==> config.mk <==
export PLATFORM = sky130hd
export DESIGN_NAME = srqe_engine
export DESIGN_NICKNAME = d
export VERILOG_FILES = /design/src/hdl/srqe_pkg.sv /design/src/hdl/srqe_engine.sv
export VERILOG_INCLUDE_DIRS = /design/src /design/src/hdl
export SDC_FILE = /design/constraint.sdc
export NUM_CORES = 2
export LEC_CHECK = 0
export ABC_AREA = 1
export ABC_CLOCK_PERIOD_IN_PS = 3900
export BUFFER_PORTS_ARGS = -buffer_cell sky130_fd_sc_hd__buf_2
export CAP_MARGIN = 20
export CORE_AREA = 2 2 424 426
export CTS_CLUSTER_DIAMETER = 50
export DETAILED_ROUTE_END_ITERATION = 8
export DIE_AREA = 0 0 426 428
export GPL_TIMING_DRIVEN = 0
export PLACE_DENSITY = 0.42
export SYNTH_ARGS = -nofsm -noshare
export SYNTH_HDL_FRONTEND = slang
export SYNTH_SLANG_ARGS = --single-unit
==> constraint.sdc <==
create_clock -name clk -period 3.9 [get_ports clk]
set_input_delay 0.585 -clock clk [delete_from_list [all_inputs] [get_ports clk]]
set_output_delay 0.585 -clock clk [all_outputs]
set_load 0.01 [all_outputs]
==> src/hdl/srqe_cfg.svh <==
`ifndef SRQE_CFG_SVH
`define SRQE_CFG_SVH
`define SRQE_RESP_OK           8'h00
`define SRQE_RESP_OVERRUN      8'h01
`define SRQE_RESP_ABORT        8'h02
`define SRQE_RESP_BAD_TARGET   8'h03
`define SRQE_RESP_RESET        8'h04
`define SRQE_RESP_BUSY         8'h05
`define SRQE_RESP_TRANSPORT    8'h06
`define SRQE_RESP_TGT_FAILURE  8'h07
`define SRQE_RESP_NEXUS        8'h08
`define SRQE_RESP_FAILURE      8'h09
`define SRQE_ATTR_SIMPLE       8'h00
`define SRQE_ATTR_ORDERED      8'h01
`define SRQE_ATTR_HEAD         8'h02
`define SRQE_ATTR_ACA          8'h03
`define SRQE_SENSE_SIZE_RST    32'h0000_0060
`define SRQE_CDB_SIZE_RST      32'h0000_0020
`define SRQE_ADDR_FORM_TARGET  8'h01
`define SRQE_RLUN_BYTE0        8'hc1
`define SRQE_RLUN_BYTE1        8'h01
`define SRQE_HDR_FIXED_BYTES   32'h0000_0013
`define SRQE_HDR_PI_BYTES      32'h0000_0008
`define SRQE_FEAT_INOUT_BIT    0
`endif

==> src/hdl/srqe_pkg.sv <==
package srqe_pkg;
  typedef enum logic [2:0] {
    SRQE_FAULT_NONE,
    SRQE_FAULT_TRANSPORT,
    SRQE_FAULT_TARGET,
    SRQE_FAULT_NEXUS,
    SRQE_FAULT_BUSY,
    SRQE_FAULT_OTHER
  } srqe_fault_e;

  typedef struct packed {
    logic [7:0]  queue_id;
    logic [63:0] lun;
    logic [63:0] command_tag;
    logic [7:0]  task_attr;
    logic [7:0]  prio;
    logic [7:0]  crn;
    logic        implicit_head;
    logic [31:0] demand_length;
    logic [31:0] protect_out_length;
    logic [31:0] protect_in_length;
    logic [31:0] dataout_length;
    logic [31:0] datain_length;
  } srqe_req_s;

  typedef struct packed {
    logic        report_luns;
    logic [7:0]  target;
    logic [13:0] unit;
    logic [63:0] command_tag;
    logic [7:0]  task_attr;
    logic [31:0] cdb_bytes;
    logic [31:0] dataout_offset;
    logic [31:0] dataout_length;
    logic [31:0] datain_length;
  } srqe_exec_s;

  typedef struct packed {
    logic [7:0]  status;
    logic [31:0] sense_count;
    logic [31:0] bytes_read;
    logic [31:0] bytes_written;
    srqe_fault_e fault;
  } srqe_result_s;

  typedef struct packed {
    logic [7:0]  queue_id;
    logic [63:0] command_tag;
    logic [7:0]  response;
    logic [7:0]  status;
    logic [31:0] sense_len;
    logic [31:0] residual;
    logic [31:0] header_length;
    logic [31:0] datain_offset;
  } srqe_comp_s;
endpackage

==> src/hdl/srqe_engine.sv <==
// Notes on behaviour
// - completion carries the queue id the request came from; queues unordered
// - address c1 01 and six zeros selects the report-luns well-known unit
// - target address: byte0 one, byte1 target, bytes2-3 lun, four zero bytes
// - attributes map to simple, or to head for implicit head-of-queue commands
// - attribute codes: simple 0, ordered 1, head 2, aca 3
// - reference number is one byte, normally zero
// - cdb field length follows the current cdb size setting
// - protection lengths exist only when protection feature negotiated
// - sense length equals bytes really written to sense buffer
// - residual is demanded length minus bytes read plus written
// - partial data-out means data-in untouched, residual above data-in size
// - status byte holds the scsi status from the target
// - ok response whenever a scsi status was produced
// - overrun when demanded length exceeds data-in plus data-out buffers
// - abort cancels with aborted response, reset cancels with reset response
// - bad target response without processing when target absent
// - transport failure code six on severed link
// - target, nexus or busy failure by retry prospects
// - code nine for other errors; unnegotiated bidirectional fails at once
// - before device reset every outstanding command completes with failure
// - reset restores sense size 96 and cdb size 32; driver may rewrite
// - feature bit zero allows bidirectional requests
`timescale 1ns/100ps
`include "srqe_cfg.svh"
module srqe_engine #(
  parameter logic [8:0] NUM_TARGETS = 9'h100
) (
  input  wire logic                 clk,
  input  wire logic                 rst_n,
  input  wire logic [31:0]          features,
  input  wire logic                 cfg_wr_sense,
  input  wire logic                 cfg_wr_cdb,
  input  wire logic [31:0]          cfg_wdata,
  output logic [31:0]               sense_size,
  output logic [31:0]               cdb_size,
  input  wire logic                 req_valid,
  output logic                      req_ready,
  input  wire srqe_pkg::srqe_req_s  req,
  output logic                      exec_valid,
  input  wire logic                 exec_ready,
  output srqe_pkg::srqe_exec_s      exec,
  input  wire logic                 res_valid,
  input  wire srqe_pkg::srqe_result_s res,
  input  wire logic                 abort_req,
  input  wire logic [63:0]          abort_tag,
  input  wire logic                 lun_reset_req,
  input  wire logic                 dev_reset_req,
  output logic                      dev_reset_done,
  output logic                      busy,
  output logic                      comp_valid,
  input  wire logic                 comp_ready,
  output srqe_pkg::srqe_comp_s      comp
);

  typedef enum logic [2:0] {SRQE_IDLE, SRQE_CHECK, SRQE_DISPATCH, SRQE_WAIT, SRQE_DONE} srqe_state_e;

  srqe_state_e          state_r, state_nxt;
  srqe_pkg::srqe_req_s  req_r, req_nxt;
  srqe_pkg::srqe_exec_s exec_r, exec_nxt;
  srqe_pkg::srqe_comp_s comp_r, comp_nxt;
  logic [31:0]          sense_size_r, sense_size_nxt;
  logic [31:0]          cdb_size_r, cdb_size_nxt;
  logic                 rst_done_r, rst_done_nxt;

  logic                 pi_on;
  logic                 inout_on;
  logic                 is_rlun;
  logic                 is_tgt_form;
  logic                 tgt_ok;
  logic [32:0]          buf_total;
  logic [32:0]          moved;
  logic [31:0]          rd_eff;
  logic [31:0]          sense_eff;
  logic [31:0]          hdr_len;

  // configuration group: driver may rewrite, device reset restores defaults
  always_comb begin
    sense_size_nxt = sense_size_r;
    cdb_size_nxt   = cdb_size_r;
    if (dev_reset_req && state_r == SRQE_IDLE) begin
      sense_size_nxt = `SRQE_SENSE_SIZE_RST;
      cdb_size_nxt   = `SRQE_CDB_SIZE_RST;
    end else begin
      if (cfg_wr_sense)
        sense_size_nxt = cfg_wdata;
      if (cfg_wr_cdb)
        cdb_size_nxt = cfg_wdata;
    end
  end

  always_ff @(posedge clk or negedge rst_n) begin
    if (!rst_n) begin
      sense_size_r <= `SRQE_SENSE_SIZE_RST;
      cdb_size_r   <= `SRQE_CDB_SIZE_RST;
    end else begin
      sense_size_r <= sense_size_nxt;
      cdb_size_r   <= cdb_size_nxt;
    end
  end

  // request decode helpers
  always_comb begin
    pi_on       = features[`SRQE_FEAT_INOUT_BIT + 3];
    inout_on    = features[`SRQE_FEAT_INOUT_BIT];
    is_rlun     = req_r.lun[7:0] == `SRQE_RLUN_BYTE0 && req_r.lun[15:8] == `SRQE_RLUN_BYTE1
                  && req_r.lun[63:16] == 48'h0000_0000_0000;
    is_tgt_form = req_r.lun[7:0] == `SRQE_ADDR_FORM_TARGET && req_r.lun[63:32] == 32'h0000_0000;
    tgt_ok      = is_rlun || (is_tgt_form && {1'b0, req_r.lun[15:8]} < NUM_TARGETS);
    buf_total   = {1'b0, req_r.datain_length} + {1'b0, req_r.dataout_length};
    hdr_len     = `SRQE_HDR_FIXED_BYTES + cdb_size_r + (pi_on ? `SRQE_HDR_PI_BYTES : 32'h0000_0000);
    // data-in counts only once data-out went through whole, so residual tells which half stalled
    rd_eff      = (res.bytes_written < req_r.dataout_length) ? 32'h0000_0000 : res.bytes_read;
    moved       = {1'b0, rd_eff} + {1'b0, res.bytes_written};
    sense_eff   = (res.sense_count > sense_size_r) ? sense_size_r : res.sense_count;
  end

  // main group
  always_comb begin
    state_nxt    = state_r;
    req_nxt      = req_r;
    exec_nxt     = exec_r;
    comp_nxt     = comp_r;
    rst_done_nxt = 1'b0;
    case (state_r)
      SRQE_IDLE: begin
        if (dev_reset_req) begin
          rst_done_nxt = 1'b1;
        end else if (req_valid) begin
          req_nxt   = req;
          state_nxt = SRQE_CHECK;
        end
      end
      SRQE_CHECK: begin
        comp_nxt               = '0;
        comp_nxt.queue_id      = req_r.queue_id;
        comp_nxt.command_tag   = req_r.command_tag;
        comp_nxt.header_length = hdr_len;
        comp_nxt.datain_offset = sense_size_r + (pi_on ? req_r.protect_in_length : 32'h0000_0000);
        comp_nxt.residual      = req_r.demand_length;
        exec_nxt.report_luns   = is_rlun;
        exec_nxt.target        = req_r.lun[15:8];
        // byte 2 carries the address method in its top two bits, byte 3 the low lun bits
        exec_nxt.unit          = {req_r.lun[21:16], req_r.lun[31:24]};
        exec_nxt.command_tag   = req_r.command_tag;
        exec_nxt.task_attr     = req_r.implicit_head ? `SRQE_ATTR_HEAD : `SRQE_ATTR_SIMPLE;
        exec_nxt.cdb_bytes     = cdb_size_r;
        exec_nxt.dataout_offset = pi_on ? req_r.protect_out_length : 32'h0000_0000;
        exec_nxt.dataout_length = req_r.dataout_length;
        exec_nxt.datain_length  = req_r.datain_length;
        state_nxt              = SRQE_DONE;
        if (dev_reset_req)
          comp_nxt.response = `SRQE_RESP_FAILURE;
        else if (req_r.dataout_length != 32'h0000_0000 && req_r.datain_length != 32'h0000_0000 && !inout_on)
          comp_nxt.response = `SRQE_RESP_FAILURE;
        else if (!tgt_ok)
          comp_nxt.response = `SRQE_RESP_BAD_TARGET;
        else if ({1'b0, req_r.demand_length} > buf_total)
          comp_nxt.response = `SRQE_RESP_OVERRUN;
        else
          state_nxt = SRQE_DISPATCH;
      end
      SRQE_DISPATCH, SRQE_WAIT: begin
        if (state_r == SRQE_DISPATCH && exec_ready)
          state_nxt = SRQE_WAIT;
        if (dev_reset_req) begin
          comp_nxt.response = `SRQE_RESP_FAILURE;
          state_nxt         = SRQE_DONE;
        end else if (lun_reset_req) begin
          comp_nxt.response = `SRQE_RESP_RESET;
          state_nxt         = SRQE_DONE;
        end else if (abort_req && abort_tag == req_r.command_tag) begin
          comp_nxt.response = `SRQE_RESP_ABORT;
          state_nxt         = SRQE_DONE;
        end else if (state_r == SRQE_WAIT && res_valid) begin
          comp_nxt.status    = res.status;
          comp_nxt.sense_len = sense_eff;
          comp_nxt.residual  = req_r.demand_length - moved[31:0];
          state_nxt          = SRQE_DONE;
          case (res.fault)
            srqe_pkg::SRQE_FAULT_NONE:      comp_nxt.response = `SRQE_RESP_OK;
            srqe_pkg::SRQE_FAULT_TRANSPORT: comp_nxt.response = `SRQE_RESP_TRANSPORT;
            srqe_pkg::SRQE_FAULT_TARGET:    comp_nxt.response = `SRQE_RESP_TGT_FAILURE;
            srqe_pkg::SRQE_FAULT_NEXUS:     comp_nxt.response = `SRQE_RESP_NEXUS;
            srqe_pkg::SRQE_FAULT_BUSY:      comp_nxt.response = `SRQE_RESP_BUSY;
            default:                        comp_nxt.response = `SRQE_RESP_FAILURE;
          endcase
        end
      end
      SRQE_DONE: begin
        // reset waits for this completion to drain first
        if (comp_ready)
          state_nxt = SRQE_IDLE;
      end
      default: state_nxt = SRQE_IDLE;
    endcase
  end

  always_ff @(posedge clk or negedge rst_n) begin
    if (!rst_n) begin
      state_r    <= SRQE_IDLE;
      req_r      <= '0;
      exec_r     <= '0;
      comp_r     <= '0;
      rst_done_r <= 1'b0;
    end else begin
      state_r    <= state_nxt;
      req_r      <= req_nxt;
      exec_r     <= exec_nxt;
      comp_r     <= comp_nxt;
      rst_done_r <= rst_done_nxt;
    end
  end

  assign req_ready      = state_r == SRQE_IDLE && !dev_reset_req;
  assign exec_valid     = state_r == SRQE_DISPATCH;
  assign exec           = exec_r;
  assign comp_valid     = state_r == SRQE_DONE;
  assign comp           = comp_r;
  assign sense_size     = sense_size_r;
  assign cdb_size       = cdb_size_r;
  assign dev_reset_done = rst_done_r;
  assign busy           = state_r != SRQE_IDLE;

  // checks
  property p_queue_kept;
    @(posedge clk) disable iff (!rst_n)
      (req_valid && req_ready) |-> ##[2:1000] (comp_valid && comp.queue_id == $past(req.queue_id, 1)) or !comp_valid;
  endproperty
  a_queue_id_kept: assert property (@(posedge clk) disable iff (!rst_n)
    (state_r == SRQE_CHECK) |=> (comp_r.queue_id == $past(req_r.queue_id))) else $error("queue id lost");
  a_sense_reset_val: assert property (@(posedge clk) disable iff (!rst_n)
    $rose(dev_reset_done) |-> (sense_size == 32'h0000_0060 && cdb_size == 32'h0000_0020)) else $error("config defaults");
  a_bidir_fail_now: assert property (@(posedge clk) disable iff (!rst_n)
    (state_r == SRQE_CHECK && !dev_reset_req && req_r.dataout_length != 0 && req_r.datain_length != 0 && !features[0])
    |=> comp_valid && comp.response == 8'h09) else $error("bidir not failed");
  a_bad_target_resp: assert property (@(posedge clk) disable iff (!rst_n)
    (state_r == SRQE_CHECK && !dev_reset_req && (req_r.dataout_length == 0 || req_r.datain_length == 0) && !tgt_ok)
    |=> comp.response == 8'h03 && !exec_valid) else $error("bad target");
  a_sense_len_cap: assert property (@(posedge clk) disable iff (!rst_n)
    comp_valid |-> comp.sense_len <= sense_size) else $error("sense length over size");
  a_ok_has_status: assert property (@(posedge clk) disable iff (!rst_n)
    (state_r == SRQE_WAIT && res_valid && !dev_reset_req && !lun_reset_req && !(abort_req && abort_tag == req_r.command_tag)
     && res.fault == srqe_pkg::SRQE_FAULT_NONE) |=> comp.response == 8'h00 && comp.status == $past(res.status))
    else $error("ok response or status wrong");
  a_abort_resp: assert property (@(posedge clk) disable iff (!rst_n)
    (state_r == SRQE_WAIT && !dev_reset_req && !lun_reset_req && abort_req && abort_tag == req_r.command_tag)
    |=> comp_valid && comp.response == 8'h02) else $error("abort response");
  a_reset_drains: assert property (@(posedge clk) disable iff (!rst_n)
    (busy && state_r != SRQE_DONE && dev_reset_req) |=> comp_valid && comp.response == 8'h09) else $error("reset drain");
  a_attr_mapped: assert property (@(posedge clk) disable iff (!rst_n)
    exec_valid |-> (exec.task_attr == 8'h00 || exec.task_attr == 8'h02)) else $error("attribute not mapped");
  a_cdb_follows_cfg: assert property (@(posedge clk) disable iff (!rst_n)
    (state_r == SRQE_CHECK) |=> ##[0:1] (exec.cdb_bytes == $past(cdb_size, 1) || !exec_valid)) else $error("cdb size");

  c_ok_path: cover property (@(posedge clk) disable iff (!rst_n) comp_valid && comp.response == 8'h00);
  c_overrun: cover property (@(posedge clk) disable iff (!rst_n) comp_valid && comp.response == 8'h01);
  c_abort: cover property (@(posedge clk) disable iff (!rst_n) comp_valid && comp.response == 8'h02);
  c_reset_done: cover property (@(posedge clk) disable iff (!rst_n) dev_reset_done);

endmodule // srqe_engine

==> metrics.cfg <==
[grt]
grt_util_all_layers=0.2227
grt_max_degree=111
grt_pass1_vias=38568
grt_overflow=0
grt_pass1_wl_mm=289.8
grt_antenna_before_repair=43

[placement]
post_dp_cell_area_um2=47590
hpwl_mm=171.6
dp_slack_ns=-1.752
dp_cells=7998
place_congestion=0.9278
portBuffers=1009

[detailed_routing]
wl_per_cell_um=24.63
vias_per_cell=4.497
ant_nets=0
drc=0
dr.pass1.iters=5
routed_wl_mm=208.4
drt_iter0_markers=2729
dr_total_vias=38059

[die]
dieArea_um2=182300
die_w_um=426
initial_core_util=0.2205
boundaryPins=1075
num_rows=155
coreArea_um2=177600
die_h_um=428

[critical_path]
cp_num_buf_inv=7
critPathTopFamily=simple AND/OR/NAND/NOR gates
path_max_fanout=5
crit_required_ns=4.54
slowest_stage=fa_1
crit_path_end_kind=flip-flop
slowest_delay_ns=0.49
criticalPathCategory=flip-flop to flip-flop
cp_data_arrival_time_ns=4.90
cp-start-kind=flip-flop

[sta]
fin_crit_ns=4.261
fmax_ghz=0.2347
tightest_slew_ns=1.046
skew_ns=0.08018
relSlewSlack=0.3028
rsz0062_at_grt=true
setup_ws_ns=-0.3606
finalCritPeriodShare=1.092
finalSetupViolCount=28
hold_violations=0
slew_viol_final=0

[cells_and_area]
fin_area_um2=55380
fin_cells=8463
drive_gt1_frac=0.3224
syn2layout_area_growth_pct=41.36
fin_nets=6778

[run]
maxCapViolations=0

[clock_network]
cts_sinks=729
worstSkewPairLatency_ns=0.78
clk_pin_slew_worst_paths_ns=0.06
clockRootBuffer=clkbuf_16
clock_path_buffers=3
htree_levels=3
cts_tree=built
cts_inserted_buffers=117

[logic_synthesis]
seq_area_frac_synth=0.4657
synthesis.area_um2=39180
syn_inst=4608
synthArstFlopShare=1.000
ys.warnings.count=0
ys.flop_type=dfrtp_1
synth_area_per_cell_um2=8.502
synth_top_family_by_area=simple AND/OR/NAND/NOR gates
ys_ff_latch=729
synthAdderAreaFrac=0.07850
synth_edf_count=0
synth-compound-area-share=0.1078
synthSimpleGateAreaFrac=0.1999
synth_xor_area_frac=0.02146
muxShareOfSynthArea=0.04714
synthDistinctLibCells=62

[outcome]
violations=negative setup slack
status=complete, but fails checks

[power]
total_power_mw=56.00
power_density_nw_per_um2=1011
irDropWorstVdd_v=0.0004483
power_leakage_nw=27.69

[worst_hold_path]
hold_path.class=primary input to flip-flop

[per-stage QoR]
stage | setup TNS (ns) | util | hold WS (ns)
floorplan | 0 | - | 0.2894
global placement | - | 0.2659 | 0.4439
detailed placement | -46.96 | 0.2679 | 0.4536
CTS | -6.282 | 0.3079 | 0.0005942
global route | -11.66 | 0.3117 | 0.01198
finish | -6.150 | 0.3118 | 0.06847
[worst paths after layout]
| path | start | slack, ns | cells after the start | to |
|---|---|---|---|---|
| max in group asynchronous | rst_n | 0.97 | 7 | comp[18] |
| worst max-delay path | req_r[51] | -0.36 | 29 | comp[91] |
| worst min-delay path | req[136] | 0.07 | 2 | req_r[136] |
| worst max register to register | req_r[51] | -0.36 | 29 | comp[91] |
| min in group asynchronous | rst_n | 0.32 | 2 | req_r[139] |
| worst min register to register | req_r[318] | 0.46 | 2 | comp[213] |
[cell usage after synthesis (4+ instances only)]
| cell type | count | area, um^2 |
|---|---|---|
| nor2_2 | 5 | 31.28 |
| nand3_1 | 187 | 935.9 |
| inv_1 | 472 | 1772 |
| xnor2_1 | 42 | 367.9 |
| mux2_2 | 163 | 1836 |
| o21ai_0 | 361 | 1807 |
| dfrtp_1 | 726 | 18170 |
| clkbuf_1 | 90 | 337.8 |
| nor4_1 | 25 | 156.4 |
| xor2_1 | 54 | 473.0 |
| a31oi_1 | 36 | 225.2 |
| fa_1 | 33 | 660.6 |
| a21o_1 | 10 | 75.07 |
| inv_2 | 11 | 41.29 |
| o211ai_1 | 12 | 90.09 |
| o21ai_1 | 18 | 90.09 |
| nand2_1 | 1153 | 4328 |
| a21boi_0 | 6 | 45.04 |
| buf_4 | 79 | 593.1 |
| buf_2 | 47 | 235.2 |
| o21a_1 | 13 | 97.59 |
| buf_6 | 5 | 56.30 |
| buf_1 | 20 | 75.07 |
| nand2_2 | 6 | 37.54 |
| nand3b_1 | 5 | 37.54 |
| nor2_1 | 352 | 1321 |
| nand4_1 | 70 | 437.9 |
| o221ai_1 | 4 | 35.03 |
| a21oi_1 | 286 | 1431 |
| nor3_1 | 39 | 195.2 |
| or2_2 | 14 | 87.58 |
| o21bai_1 | 17 | 127.6 |
| or2_0 | 4 | 25.02 |
| ha_1 | 193 | 2415 |
| nand3_2 | 5 | 50.05 |
[cell type report]
| cell class | count | area (um^2) |
|---|---|---|
| tap | 2355 | 2947 |
| clock buffer | 143 | 3166 |
| clock inverter | 74 | 859.6 |
| fill | 19310 | 122300 |
| sequential | 729 | 18250 |
| multi-input combinational | 3165 | 19390 |
| timing repair buffer | 1248 | 7532 |
| antenna | 25 | 62.56 |
| inverter | 483 | 1823 |
| buffer | 241 | 1350 |
[registers in the layout, indices dropped and copies added (netlist names)]
signal and flops:
state_r 3, req_r 297, sense_size 32, comp 212, dev_reset_done 1, exec 152, cdb_size 32
[cell usage in the layout (no fill, tap or decap), drive strengths merged, types with 9 or more instances in the layout]
cell type,instances
o21ai,381
nor2,362
o21bai,18
a21o,10
clkinvlp,17
mux2,164
dfrtp,726
a21boi,10
fa,33
nand3,192
nor3,41
ha,193
nand2,1161
clkinv,31
clkbuf,234
nand4,71
a31oi,36
bufinv,9
nor4,26
conb,11
or2,21
o21a,13
xor2,54
inv,500
o211ai,13
dlygate4sd3,119
diode,25
buf,1279
a21oi,289
xnor2,42
[metal layers]
layer	wire, um	vias to the layer above	share of wire	track usage
li1	-	17836	-	-
met1	84780	18834	0.41	0.2673
met2	104100	1076	0.50	0.3890
met3	10970	305	0.053	0.04420
met4	8543	8	0.041	0.08452
met5	49	-	0.00024	0
[cells by family (layout without fill, tap and decap cells)]
group,Yosys count,in the layout
AO/OA/AOI/OAI,786,786
other,1,36
multiplexers,164,164
AND/OR/NAND/NOR,1882,1882
buffers and inverters,724,2189
adder cells (fa/ha/maj),226,226
flip-flops,729,729
XOR/XNOR,96,96
[what timing repair did]
action	CTS	global route
gates resized for setup	317	105
cloned	1	0
setup buffers	72	35
pin swaps	107	100
hold endpoints to repair	149	0
hold buffers	119	0
setup endpoints to repair	35	33
[power breakdown]
part	switching [mW]	internal [mW]	leakage (nW)	total, mW
clock	4.28	6.44	1.92	10.7
combinational	18.8	12.3	17.0	31.1
sequential	3.20	11.0	8.79	14.2
total	26.3	29.7	27.7	56.0
(Power assumes the default switching activity.)
